### config.mk
export PLATFORM = sky130hd
export DESIGN_NAME = dtpwm_timer
export DESIGN_NICKNAME = d
export VERILOG_FILES = /design/src/design/dtpwm_pkg.sv /design/src/design/dtpwm_tick_if.sv /design/src/design/dtpwm_tick.sv /design/src/design/dtpwm_timer.sv
export SDC_FILE = /design/constraint.sdc
export NUM_CORES = 1
export LEC_CHECK = 0
export CORE_ASPECT_RATIO = 0.5
export CORE_UTILIZATION = 30
export DETAILED_ROUTE_END_ITERATION = 8
export DONT_BUFFER_PORTS = 1
export PLACE_DENSITY = 0.51
export SLEW_MARGIN = 20
export SYNTH_ARGS = -nofsm -noshare
export SYNTH_HDL_FRONTEND = slang
export SYNTH_SLANG_ARGS = --single-unit
export TNS_END_PERCENT = 30
### constraint.sdc
create_clock -name clk -period 2.7 [get_ports clk]
set_input_delay 0.405 -clock clk [delete_from_list [all_inputs] [get_ports clk]]
set_output_delay 0.405 -clock clk [all_outputs]
set_load 0.02 [all_outputs]
### src/design/dtpwm_pkg.sv
// Constants, register map and types of the down timer with PWM output
`default_nettype none
package dtpwm_pkg;
	// Register indices; byte address is four times the index
	localparam logic [5:0] IDX_COUNT_LOW   = 6'h10;
	localparam logic [5:0] IDX_CONTROL_ONE = 6'h11;
	localparam logic [5:0] IDX_CONTROL_TWO = 6'h12;
	localparam logic [5:0] IDX_DUTY_LOW    = 6'h13;
	localparam logic [5:0] IDX_RELOAD_HIGH = 6'h16;
	localparam int         ADDR_W          = 8;
	localparam int         CNT_W           = 10;
	localparam int         PS_W            = 8;
	// Field positions of timer_control_one
	localparam int C1_RUN        = 0;
	localparam int C1_RELOAD     = 1;
	localparam int C1_ONE_SHOT   = 2;
	localparam int C1_HIGH_CLOCK = 3;
	localparam int C1_ACT_LOW    = 6;
	localparam int C1_PIN_EN     = 7;
	// Field positions of timer_control_two
	localparam int C2_SEL_LSB    = 0;
	localparam int C2_SEL_MSB    = 2;
	localparam int C2_PS_DIS_N   = 3;
	localparam int C2_EDGE       = 4;
	localparam int C2_EXT        = 5;
	localparam int C2_HALF       = 6;
	// Field positions of timer_reload_high
	localparam int RH_DUTY_LSB   = 0;
	localparam int RH_DUTY_MSB   = 1;
	localparam int RH_RLD_LSB    = 4;
	localparam int RH_RLD_MSB    = 5;
	// Reset values
	localparam logic [7:0] CONTROL_ONE_RST = 8'h00;
	localparam logic [7:0] CONTROL_TWO_RST = 8'h3f;
	localparam logic [7:0] RELOAD_HIGH_RST = 8'h00;
	localparam logic [7:0] DUTY_LOW_RST    = 8'h00;
	localparam logic [7:0] READ_ZERO       = 8'h00;
	localparam logic [7:0] C1_READ_MASK    = 8'hcf;
	localparam logic [7:0] C2_READ_MASK    = 8'h3f;
	localparam logic [7:0] RH_READ_MASK    = 8'h33;
	localparam logic [CNT_W-1:0] CNT_ALL_ONES = 10'h3ff;
	localparam logic [CNT_W-1:0] CNT_ZERO     = 10'h000;
	localparam logic [CNT_W-1:0] CNT_ONE      = 10'h001;
	localparam logic [PS_W-1:0]  PS_ZERO      = 8'h00;
	localparam logic [PS_W-1:0]  PS_ONE       = 8'h01;

	// Timer sequencing state, one-hot
	typedef enum logic [2:0] {
		DTPWM_IDLE = 3'b001,
		DTPWM_RUN  = 3'b010,
		DTPWM_DONE = 3'b100
	} dtpwm_state_t;

	// Prescaler mask for code n: ratio 2^(n+1), mask holds n+1 low ones
	function automatic logic [PS_W-1:0] dtpwm_ps_mask(input logic [2:0] code);
		logic [PS_W-1:0] m;
		m = PS_ZERO;
		for (int i = 0; i < PS_W; i++) begin
			if (i <= int'(code))
				m[i] = 1'b1;
		end
		return m;
	endfunction
endpackage
`default_nettype wire

### src/design/dtpwm_tick_if.sv
// Carrier between the timer core and its clock-source and prescaler stage
`timescale 1ns/1ps
`default_nettype none
interface dtpwm_tick_if;
	logic       high_clock;
	logic       ext_select;
	logic       edge_fall;
	logic       ps_disable_n;
	logic [2:0] ps_select;
	logic       tick;
	modport core (output high_clock, ext_select, edge_fall, ps_disable_n, ps_select,
		input tick);
	modport stage (input high_clock, ext_select, edge_fall, ps_disable_n, ps_select,
		output tick);
endinterface
`default_nettype wire

### src/design/dtpwm_tick.sv
// Clock-source selection, external edge detection and prescaler
`timescale 1ns/1ps
`default_nettype none
module dtpwm_tick (
	input  wire logic     clk,
	input  wire logic     rst_n,
	input  wire logic     instr_clk_en,
	input  wire logic     high_osc_en,
	input  wire logic     external_clock_pin,
	dtpwm_tick_if.stage   cfg
);
	import dtpwm_pkg::*;

	logic            pin_reg;
	logic            pin_next;
	logic [PS_W-1:0] ps_reg;
	logic [PS_W-1:0] ps_next;
	logic            src_event;
	logic            tick_out;
	logic [PS_W-1:0] mask;

	// Source pick: high clock overrides the external select
	always_comb begin
		pin_next = external_clock_pin;
		mask = dtpwm_ps_mask(cfg.ps_select);
		if (cfg.high_clock)
			src_event = high_osc_en;
		else if (cfg.ext_select) begin
			if (cfg.edge_fall)
				src_event = pin_reg & ~external_clock_pin;
			else
				src_event = ~pin_reg & external_clock_pin;
		end else
			src_event = instr_clk_en;
		ps_next = ps_reg;
		tick_out = 1'b0;
		// Bypass passes every event; the counter is kept at zero so
		// re-enabling starts a clean ratio
		if (cfg.ps_disable_n) begin
			ps_next = PS_ZERO;
			tick_out = src_event;
		end else if (src_event) begin
			if ((ps_reg & mask) == mask) begin
				ps_next = PS_ZERO;
				tick_out = 1'b1;
			end else
				ps_next = ps_reg + PS_ONE;
		end
	end

	// Registers of the stage
	always_ff @(posedge clk or negedge rst_n) begin
		if (!rst_n) begin
			pin_reg <= 1'b0;
			ps_reg  <= PS_ZERO;
		end else begin
			pin_reg <= pin_next;
			ps_reg  <= ps_next;
		end
	end

	assign cfg.tick = tick_out;
endmodule
`default_nettype wire

### src/design/dtpwm_timer.sv
// 10-bit down timer with reload, one-shot and PWM output on a shared pin
// Contract
// - Reading count low returns bits 7:0 of the live counter.
// - Writing count low loads all ten bits from reload high field and reload byte.
// - Free-run without reload wraps from zero to all ones.
// - Free-run with reload reloads the stored value after zero.
// - One-shot counts once to zero and stops, reload ignored.
// - High-clock select clocks timer and PWM from the high oscillator.
// - With high-clock clear, the clock-source select bit picks the clock.
// - Polarity bit set makes PWM active low, clear active high.
// - Pin enable drives PWM on the shared pin, else pin stays GPIO.
// - Prescaler codes 000, 001, 010 divide by 2, 4, 8.
// - Clock-source select set counts the external pin, else internal clocks.
// - Edge select set counts falling pin edges, clear rising edges.
// - High clock with half-step bit stretches the duty by half a timer clock.
`timescale 1ns/1ps
`default_nettype none
module dtpwm_timer (
	input  wire logic                          clk,
	input  wire logic                          rst_n,
	input  wire logic [dtpwm_pkg::ADDR_W-1:0]  avs_address,
	input  wire logic                          avs_read,
	input  wire logic                          avs_write,
	input  wire logic [31:0]                   avs_writedata,
	input  wire logic [3:0]                    avs_byteenable,
	output logic [31:0]                        avs_readdata,
	output logic                               avs_waitrequest,
	input  wire logic                          instr_clk_en,
	input  wire logic                          high_osc_en,
	input  wire logic                          external_clock_pin,
	input  wire logic                          gpio_out,
	input  wire logic                          gpio_oe_n,
	output logic                               shared_port_pin_out,
	output logic                               shared_port_pin_oe_n
);
	import dtpwm_pkg::*;

	dtpwm_tick_if tick_if ();

	// Counter word from the reload high field and a low byte; shared by load and reload
	function automatic logic [CNT_W-1:0] cnt_word(input logic [7:0] hi_reg, input logic [7:0] lo);
		return {hi_reg[RH_RLD_MSB:RH_RLD_LSB], lo};
	endfunction

	// Register file; the half-step bit lives in control two but never reads back
	logic [7:0]       ctl1_reg;
	logic [7:0]       ctl1_next;
	logic [7:0]       ctl2_reg;
	logic [7:0]       ctl2_next;
	logic [7:0]       rh_reg;
	logic [7:0]       rh_next;
	logic [7:0]       rl_reg;
	logic [7:0]       rl_next;
	logic [7:0]       duty_reg;
	logic [7:0]       duty_next;
	// Live counter and its sequencing state
	logic [CNT_W-1:0] cnt_reg;
	logic [CNT_W-1:0] cnt_next;
	dtpwm_state_t     state_reg;
	dtpwm_state_t     state_next;
	// Bus answer: one-cycle acknowledge and registered read data
	logic             ack_reg;
	logic             ack_next;
	logic [31:0]      rdata_reg;
	logic [31:0]      rdata_next;
	// Half-step stretch: clk cycles since the last tick, the last interval,
	// and the remaining stretch; saturate so a slow source cannot wrap them
	logic [PS_W-1:0]  gap_reg;
	logic [PS_W-1:0]  gap_next;
	logic [PS_W-1:0]  period_reg;
	logic [PS_W-1:0]  period_next;
	logic [PS_W-1:0]  ext_reg;
	logic [PS_W-1:0]  ext_next;
	// PWM level and the registered pin drive
	logic             pwm_reg;
	logic             pwm_next;
	logic             pin_reg;
	logic             pin_next;
	logic             oe_n_reg;
	logic             oe_n_next;
	// Decoded bus strobes
	logic [5:0]       index;
	logic             wr_take;
	logic             rd_take;
	logic             load_cnt;
	logic [CNT_W-1:0] duty_val;
	logic             active_raw;

	// Configuration carried to the source and prescaler stage; the stage
	// keeps no copy, so a control write retimes the very next event
	assign tick_if.high_clock   = ctl1_reg[C1_HIGH_CLOCK];
	assign tick_if.ext_select   = ctl2_reg[C2_EXT];
	assign tick_if.edge_fall    = ctl2_reg[C2_EDGE];
	assign tick_if.ps_disable_n = ctl2_reg[C2_PS_DIS_N];
	assign tick_if.ps_select    = ctl2_reg[C2_SEL_MSB:C2_SEL_LSB];

	dtpwm_tick u_tick (
		.clk                (clk),
		.rst_n              (rst_n),
		.instr_clk_en       (instr_clk_en),
		.high_osc_en        (high_osc_en),
		.external_clock_pin (external_clock_pin),
		.cfg                (tick_if)
	);

	// Bus decode: one wait cycle, answer on the second edge of a request.
	// A write acts at the first edge; the master still holds it one more
	// cycle, and ack_reg keeps that second cycle from acting twice
	assign index           = avs_address[ADDR_W-1:2];
	assign avs_waitrequest = (avs_read | avs_write) & ~ack_reg;
	assign wr_take         = avs_write & ~ack_reg & avs_byteenable[0];
	assign rd_take         = avs_read & ~ack_reg;
	assign load_cnt        = wr_take && (index == IDX_COUNT_LOW);
	assign avs_readdata    = rdata_reg;

	// Register file next values; reserved bits are masked on the way in,
	// so reads need no second mask except for the write-only half-step bit
	always_comb begin
		ctl1_next  = ctl1_reg;
		ctl2_next  = ctl2_reg;
		rh_next    = rh_reg;
		rl_next    = rl_reg;
		duty_next  = duty_reg;
		ack_next   = (avs_read | avs_write) & ~ack_reg;
		rdata_next = rdata_reg;
		if (wr_take) begin
			case (index)
				IDX_COUNT_LOW: begin
					rl_next = avs_writedata[7:0];
				end
				IDX_CONTROL_ONE: begin
					ctl1_next = avs_writedata[7:0] & C1_READ_MASK;
				end
				IDX_CONTROL_TWO: begin
					ctl2_next = avs_writedata[7:0] & C2_READ_MASK;
					ctl2_next[C2_HALF] = avs_writedata[C2_HALF];
				end
				IDX_DUTY_LOW: begin
					duty_next = avs_writedata[7:0];
				end
				IDX_RELOAD_HIGH: begin
					rh_next = avs_writedata[7:0] & RH_READ_MASK;
				end
				default: begin
				end
			endcase
		end
		// Read data is latched once per request and then held for the master
		if (rd_take) begin
			rdata_next = 32'h0000_0000;
			case (index)
				IDX_COUNT_LOW: begin
					rdata_next[7:0] = cnt_reg[7:0];
				end
				IDX_CONTROL_ONE: begin
					rdata_next[7:0] = ctl1_reg;
				end
				IDX_CONTROL_TWO: begin
					// Half-step bit is write-only and reads zero
					rdata_next[7:0] = ctl2_reg & C2_READ_MASK;
				end
				IDX_RELOAD_HIGH: begin
					rdata_next[7:0] = rh_reg;
				end
				default: begin
					rdata_next[7:0] = READ_ZERO;
				end
			endcase
		end
	end

	// Counter and sequencing; a count-low write wins over a tick.
	// A one-shot run parks in the done state with the counter at zero;
	// only a fresh load or clearing one-shot lets it run again.
	// Entering the run state costs one cycle, so a tick in that cycle is lost
	always_comb begin
		cnt_next   = cnt_reg;
		state_next = state_reg;
		if (load_cnt) begin
			cnt_next = cnt_word(rh_reg, avs_writedata[7:0]);
			state_next = ctl1_reg[C1_RUN] ? DTPWM_RUN : DTPWM_IDLE;
		end else begin
			case (state_reg)
				DTPWM_IDLE: begin
					if (ctl1_reg[C1_RUN])
						state_next = DTPWM_RUN;
				end
				DTPWM_RUN: begin
					if (!ctl1_reg[C1_RUN])
						state_next = DTPWM_IDLE;
					else if (tick_if.tick) begin
						if (cnt_reg != CNT_ZERO)
							cnt_next = cnt_reg - CNT_ONE;
						else if (ctl1_reg[C1_ONE_SHOT])
							state_next = DTPWM_DONE;
						else if (ctl1_reg[C1_RELOAD])
							cnt_next = cnt_word(rh_reg, rl_reg);
						else
							cnt_next = CNT_ALL_ONES;
					end
				end
				DTPWM_DONE: begin
					// Stays stopped until software loads a new count or clears one-shot with run set
					if (!ctl1_reg[C1_ONE_SHOT] && ctl1_reg[C1_RUN])
						state_next = DTPWM_RUN;
				end
				default: begin
					state_next = DTPWM_IDLE;
				end
			endcase
		end
	end

	// PWM: active while count is below duty; half-step stretch measured in
	// clk cycles of the last tick interval, so it is exact only to a cycle
	assign duty_val   = {rh_reg[RH_DUTY_MSB:RH_DUTY_LSB], duty_reg};
	assign active_raw = (cnt_reg < duty_val);
	always_comb begin
		gap_next    = gap_reg;
		period_next = period_reg;
		ext_next    = ext_reg;
		pwm_next    = active_raw;
		if (tick_if.tick) begin
			gap_next    = PS_ZERO;
			period_next = gap_reg;
		end else if (gap_reg != {PS_W{1'b1}})
			gap_next = gap_reg + PS_ONE;
		if (ctl1_reg[C1_HIGH_CLOCK] && ctl2_reg[C2_HALF]) begin
			if (pwm_reg && !active_raw && ext_reg == PS_ZERO && !tick_if.tick)
				ext_next = period_reg >> 1;
			if (ext_reg != PS_ZERO) begin
				ext_next = ext_reg - PS_ONE;
				pwm_next = 1'b1;
			end
		end else
			ext_next = PS_ZERO;
		// Pin mux: port logic owns the pin unless PWM is enabled; the
		// polarity flip is applied last so the stretch stays level-neutral
		pin_next  = gpio_out;
		oe_n_next = gpio_oe_n;
		if (ctl1_reg[C1_PIN_EN]) begin
			pin_next  = pwm_next ^ ctl1_reg[C1_ACT_LOW];
			oe_n_next = 1'b0;
		end
	end

	// All timer state outside the tick stage; reset parks the pin released so the pad
	// pull-up sets its level until software claims it
	always_ff @(posedge clk or negedge rst_n) begin
		if (!rst_n) begin
			ctl1_reg   <= CONTROL_ONE_RST;
			ctl2_reg   <= CONTROL_TWO_RST;
			rh_reg     <= RELOAD_HIGH_RST;
			rl_reg     <= READ_ZERO;
			duty_reg   <= DUTY_LOW_RST;
			cnt_reg    <= CNT_ZERO;
			state_reg  <= DTPWM_IDLE;
			ack_reg    <= 1'b0;
			rdata_reg  <= 32'h0000_0000;
			gap_reg    <= PS_ZERO;
			period_reg <= PS_ZERO;
			ext_reg    <= PS_ZERO;
			pwm_reg    <= 1'b0;
			pin_reg    <= 1'b0;
			oe_n_reg   <= 1'b1;
		end else begin
			ctl1_reg   <= ctl1_next;
			ctl2_reg   <= ctl2_next;
			rh_reg     <= rh_next;
			rl_reg     <= rl_next;
			duty_reg   <= duty_next;
			cnt_reg    <= cnt_next;
			state_reg  <= state_next;
			ack_reg    <= ack_next;
			rdata_reg  <= rdata_next;
			gap_reg    <= gap_next;
			period_reg <= period_next;
			ext_reg    <= ext_next;
			pwm_reg    <= pwm_next;
			pin_reg    <= pin_next;
			oe_n_reg   <= oe_n_next;
		end
	end

	// Pin outputs come straight from flip-flops
	assign shared_port_pin_out  = pin_reg;
	assign shared_port_pin_oe_n = oe_n_reg;
endmodule
`default_nettype wire

==> results of run 1 <==
metal layers:
layer  vias to the layer above  GRT usage  routed length [microns]
met5                         -          0                        0
met4                         0     0.0500                      182
met3                        14     0.0331                      484
met2                        66      0.215                     5060
met1                      1738      0.198                     5640
li1                       1758          -                        -
cells in the mapped netlist (all sizes together), types with 8 or more instances:
library cell  number
nand2             75
a21oi             14
ha                15
nand3             12
xor2              12
buf               33
dfstp              8
o21ai             40
mux2i              9
nor2              37
dfrtp             82
clkbuf             9
inv               21
mux2              32
nand3b             8
power by group through the flow:
stage / Sequential [mW] / Clock, mW / Combinational (mW)
after floorplan: 1.71 / 0 / 0.503
after global placement: 1.77 / 0 / 0.543
after detailed placement: 1.77 / 0 / 0.555
after CTS: 1.75 / 1.35 / 0.594
after global routing: 1.78 / 1.39 / 0.683
final: 1.75 / 1.31 / 0.585
what timing repair did:
action / 4_1_cts / 5_1_grt
setup endpoints to repair: 0 / 0
hold buffers: 2 / 0
endpoints found under the hold margin: 90 / 0
gates resized for setup: 0 / 0
cell families (layout without fill, tap and decap cells):
logic type,count (synthesis),count (layout)
DFF,90,90
AOI/OAI and AO/OA,97,97
buffers and inverters,63,50
muxes,41,41
xor gates and xnor gates,19,19
other,1,24
and+or+nand+nor,180,180
adders and majority gates,15,15
path summary, 6_finish.rpt:
check | from | endpoint | slack (ns)
worst max-delay path | cnt_reg[7] | ext_reg[1] | 0.18
worst min-delay path | external_clock_pin | u_tick.pin_reg | 0.09
worst max register to register | cnt_reg[7] | ext_reg[1] | 0.18
worst min register to register | ctl1_reg[7] | shared_port_pin_oe_n | 0.46
max in group asynchronous | rst_n | state_reg[0] | 1.66
min in group asynchronous | rst_n | gap_reg[6] | 0.59
area by class of cell:
type	instances	area, sq um	area share
clock inverter	3	46.3	0.00840
timing repair buffer	13	120	0.0218
sequential	90	2260	0.411
tap	221	277	0.0502
clock buffer	13	270	0.0491
multi-input combinational	376	2450	0.446
inverter	21	78.8	0.0143
stage by stage:
step / cells / setup slack [ns] / power [mW]
final: 737 / 0.179 / 3.64
after global routing: 737 / 0.0486 / 3.86
after CTS: 737 / 0.187 / 3.69
after detailed placement: 719 / 0.188 / 2.33
after global placement: 719 / 0.201 / 2.31
after floorplan: 529 / 0.456 / 2.22
==> results.sh, run 1 <==
export IMPL_synthCells=506
export IMPL_synth_cell_types=66
export IMPL_p_switching_mw=1.04
export IMPL_final_cell_mix="dfrtp_1, nand2_1, o21ai_0"
export IMPL_gp_congestion=0.768
export IMPL_io_pins=88
export IMPL_cts_tree="yes"
export IMPL_antenna_cells=0
export IMPL_synth_top_area_share=0.412
export IMPL_outcome="completed"
export IMPL_cts_root_buf="clkbuf_16"
export IMPL_whs_ns=0.0898
export IMPL_ys_ff_latch=90
export IMPL_fin_crit_ns=2.52
export IMPL_clk_latency_ns=0.34
export IMPL_fillers=1605
export IMPL_report_final_slew_viol_count=0
export IMPL_antenna_found_initial=0
export IMPL_cp_cell_sequence="ha_1 -> a211oi_1 -> nor2_1 -> or3_1 -> or2_2 -> a311oi_4 -> mux2i_1"
export IMPL_start_util=0.315
export IMPL_numCtsBuffers=9
export IMPL_setup_violations=0
export IMPL_end_kind="register"
export IMPL_hold_violations=0
export IMPL_drt_initial_drc_count=192
export IMPL_track_usage=0.142
export IMPL_fin_skew_ns=0.00791
export IMPL_final_common_cell="dfrtp_1"
export IMPL_ant_nets=0
export IMPL_fin_area_sq_um=5510
export IMPL_cts_sinks=90
export IMPL_leakage_nw=2.51
export IMPL_synth_cell_area_sq_um=4980
export IMPL_yosysWarnings=0
export IMPL_grt_pass1_wl_mm=18.7
export IMPL_clock_path_buffers=2
export IMPL_crit_fanout=6
export IMPL_fin_tns_setup_ns=0
export IMPL_comb_power_share=0.160
export IMPL_fp_dieW_microns=184
export IMPL_worst_path_buf_inv=0
export IMPL_ys_seq_area_frac=0.454
export IMPL_htreeDepth=3
export IMPL_post_cts_buffers=0
export IMPL_synth_top_cell_by_area="dfrtp_1"
export IMPL_placed_area_sq_um=5150
export IMPL_fmax_mhz=397
export IMPL_final_layout_size_suffix_gt1_frac=0.155
export IMPL_rr_worst_depth=7
export IMPL_cp_top_family="simple AND/OR/NAND/NOR gates"
export IMPL_switching_share=0.286
export IMPL_grt_ovfl_total=0
export IMPL_viasPerCell=4.85
export IMPL_remaining_drc_errors=0
export IMPL_critPathArrivalTime_ns=2.78
export IMPL_synth_xor_area_frac=0.0334
export IMPL_synthMuxAreaShare=0.0905
export IMPL_dr_pass1_iters=4
export IMPL_dieArea_sq_um=17100
export IMPL_p_int_mw=2.60
export IMPL_wl_mm=11.4
export IMPL_cap_violations=0
export IMPL_die_h_microns=93.1
export IMPL_post_route_period_util=0.934
export IMPL_cp_slowest_stage_delay_ns=0.44
export IMPL_grt_max_degree=91
export IMPL_min_path_cells=0
export IMPL_start_kind="register"
export IMPL_pwr_share_clk=0.360
export IMPL_critPathSlowestCell="dfrtp_1"
export IMPL_path_class="register to register"
export IMPL_relSlewSlack=0.541
export IMPL_crit_cells=7
export IMPL_synth_compound_area_frac=0.133
export IMPL_hold_path_class="input port to register"
export IMPL_grt_pass1_vias=3415
export IMPL_largest_reg_flops=10
export IMPL_hpwl_mm=8.04
export IMPL_worstMarginPinSlew_ns=0.689
export IMPL_synth_top_family_by_area="simple AND/OR/NAND/NOR gates"
export IMPL_rsz0062_at_grt="false"
export IMPL_async_flop_share=1.00
export IMPL_ir_drop_mv=0.258
export IMPL_synthAdderAreaFrac=0.0377
export IMPL_wl_per_cell_microns=15.4
export IMPL_fin_util=0.348
export IMPL_clkTransAtPathRegs_ns=0.06
export IMPL_area_growth_pct=10.7
export IMPL_synth_edf_count=0
export IMPL_cp_required_ns=2.96
export IMPL_vias=3576
export IMPL_pwr_density_cell_nw_per_um2=661
export IMPL_ys_flop_type="dfrtp_1"
export IMPL_io_buffer_count=0
export IMPL_syn_area_per_cell_sq_um=9.84
export IMPL_fin_nets=579
export IMPL_seq_power_share=0.480
export IMPL_synth_area_leaders="dfrtp_1, mux2_2, nand2_1, dfstp_2, o21ai_0"
export IMPL_synth_simple_gate_area_frac=0.180
export IMPL_num_rows=32
export IMPL_core_area_sq_um=15800
No activity file was read; power rests on OpenSTA's default activity.
==> inputs of run 2 (changes only) <==
--- a/config.mk
+++ b/config.mk
@@ -9,7 +9,7 @@
 export CORE_UTILIZATION = 30
 export DETAILED_ROUTE_END_ITERATION = 8
 export DONT_BUFFER_PORTS = 1
-export PLACE_DENSITY = 0.51
+export PLACE_DENSITY = 0.52
 export SLEW_MARGIN = 20
 export SYNTH_ARGS = -nofsm -noshare
 export SYNTH_HDL_FRONTEND = slang
==> constraint.sdc (replaced) <==
create_clock -name clk -period 2.2 [get_ports clk]
set_input_delay 0.33 -clock clk [delete_from_list [all_inputs] [get_ports clk]]
set_output_delay 0.33 -clock clk [all_outputs]
set_load 0.02 [all_outputs]
==> run 2 against run 1 <==
The flow now finishes with violations (hold timing, setup timing). First-iteration DRC count is 17% higher. Power is 20% higher. Utilization is 2.6 points higher. Fmax is 12% higher. Critical path type unchanged.
==> results.sh, run 2 (synthesized netlist as in run 1, its figures left out) <==
export IMPL_outcome="finished, violations left"
export IMPL_violations="hold timing, setup timing"
export IMPL_setup_violations=9
export IMPL_pre_cts_ws_ns=-0.124
export IMPL_largest_reg_flops=10
export IMPL_p_int_mw=3.07
export IMPL_area_growth_pct=18.9
export IMPL_whs_ns=-0.326
export IMPL_viasPerCell=4.82
export IMPL_clk_latency_ns=0.35
export IMPL_numCtsBuffers=9
export IMPL_core_area_sq_um=15800
export IMPL_cts_tree="yes"
export IMPL_end_kind="register"
export IMPL_cp_required_ns=2.44
export IMPL_antenna_cells=0
export IMPL_fillers=1595
export IMPL_ant_nets=0
export IMPL_rsz0062_at_grt="true"
export IMPL_rr_worst_depth=7
export IMPL_leakage_nw=2.72
export IMPL_die_h_microns=93.1
export IMPL_comb_power_share=0.170
export IMPL_dr_pass1_iters=4
export IMPL_fin_nets=619
export IMPL_io_buffer_count=0
export IMPL_cts_root_buf="clkbuf_16"
export IMPL_final_cell_mix="dfrtp_1, nand2_1, buf_4"
export IMPL_gp_congestion=0.769
export IMPL_grt_max_degree=91
export IMPL_ir_drop_mv=0.319
export IMPL_r2r_end="cnt_reg[8]"
export IMPL_grt_pass1_wl_mm=19.9
export IMPL_hold_violations=90
export IMPL_post_route_period_util=1.02
export IMPL_path_class="register to register"
export IMPL_drt_initial_drc_count=224
export IMPL_htreeDepth=3
export IMPL_p_switching_mw=1.29
export IMPL_wl_mm=12.1
export IMPL_remaining_drc_errors=0
export IMPL_regArea_sq_um=2260
export IMPL_relSlewSlack=0.561
export IMPL_seq_power_share=0.491
export IMPL_r2r_start="cnt_reg[4]"
export IMPL_multiInputGateArea_sq_um=2560
export IMPL_hold_path_class="input port to async pin"
export IMPL_critPathArrivalTime_ns=2.49
export IMPL_grt_pass1_vias=3685
export IMPL_antenna_found_initial=0
export IMPL_fin_skew_ns=0.00719
export IMPL_fin_util=0.374
export IMPL_switching_share=0.297
export IMPL_start_util=0.315
export IMPL_dieArea_sq_um=17100
export IMPL_rrSetupSlack_ns=-0.05
export IMPL_worstMarginPinSlew_ns=0.659
export IMPL_fmax_mhz=444
export IMPL_cap_violations=0
export IMPL_clkTransAtPathRegs_ns=0.07
export IMPL_final_layout_size_suffix_gt1_frac=0.248
export IMPL_fin_tns_setup_ns=-0.419
export IMPL_clock_path_buffers=2
export IMPL_cts_sinks=90
export IMPL_pwr_density_cell_nw_per_um2=737
export IMPL_fin_crit_ns=2.25
export IMPL_io_pins=88
export IMPL_vias=3748
export IMPL_track_usage=0.152
export IMPL_wl_per_cell_microns=15.6
export IMPL_start_kind="register"
export IMPL_pwr_share_clk=0.340
export IMPL_hpwl_mm=8.47
export IMPL_num_rows=32
export IMPL_crit_fanout=9
export IMPL_finalPower_mw=4.36
export IMPL_setup_slack_ns=-0.0536
export IMPL_final_common_cell="dfrtp_1"
export IMPL_report_final_slew_viol_count=0
export IMPL_grt_ovfl_total=0
export IMPL_fp_dieW_microns=184
[run 2: changes by cell type in the layout (fill, tap and decap cells not counted), moves of 3 or more]
| cell | previous run | this run |
|---|---|---|
| a2111oi_0 | 4 | 0 |
| buf_6 | 0 | 3 |
| clkinv_2 | 0 | 4 |
| buf_12 | 0 | 4 |
| buf_4 | 11 | 45 |
[run 2: power groups by stage]
stage          Clock (mW)  Combinational [mW]  Sequential [mW]
3_3_place_gp            0               0.707             2.16
4_1_cts              1.51               0.734             2.14
2_1_floorplan           0               0.617             2.10
3_5_place_dp            0               0.722             2.17
5_1_grt              1.57               0.875             2.19
6_report             1.48               0.739             2.14
[run 2: how the worst max path moves through the flow]
stage	from	to	slack [ns]	depth (start not counted)
2_1_floorplan	cnt_reg[7]	ext_reg[1]	0.003	7
6_report	cnt_reg[4]	cnt_reg[8]	-0.05	7
4_1_cts	cnt_reg[4]	cnt_reg[9]	-0.06	7
5_1_grt	cnt_reg[4]	cnt_reg[8]	-0.12	7
3_5_place_dp	cnt_reg[4]	ext_reg[1]	-0.12	7
3_3_place_gp	duty_reg[7]	ext_reg[1]	-0.13	8
[run 2: stage by stage]
| step | cells | hold WS (ns) | instance area [sq um] |
|---|---|---|---|
| 2_1_floorplan | 529 | 0.0344 | 5060 |
| 3_3_place_gp | 757 | 0.0360 | 5490 |
| 3_5_place_dp | 757 | 0.0361 | 5490 |
| 4_1_cts | 776 | -0.335 | 5860 |
| 5_1_grt | 777 | -0.339 | 5920 |
| 6_report | 777 | -0.326 | 5920 |
[run 2: final cells by class]
| cell class | instances | share of cell area |
|---|---|---|
| Multi-Input combinational cell | 376 | 0.432 |
| Sequential cell | 90 | 0.382 |
| Timing Repair Buffer | 53 | 0.0780 |
| Tap cell | 221 | 0.0467 |
| Clock buffer | 11 | 0.0427 |
| Clock inverter | 5 | 0.00486 |
| Inverter | 21 | 0.0133 |
[run 2: repair_timing]
action / CTS / global route
buffers inserted: 3 / 0
resized for setup: 14 / 15
pin swaps: 2 / 3
endpoints found under the hold margin: 90 / 91
endpoints found under the setup margin: 19 / 20
[run 2: metal layers]
metal,track usage,share of wire,vias up
li1,-,-,1826
met1,0.203,0.49,1843
met2,0.239,0.44,68
met3,0.0432,0.059,11
met4,0.0424,0.011,0
met5,0,0,-
[run 2: critical path: stages (launching register included)]
cell and delay, ns:
dfrtp_2 0.45, buf_6 0.14, or4_4 0.55, nor3b_4 0.22, nand2_1 0.11, a31oi_4 0.18, buf_12 0.15, mux2_2 0.33
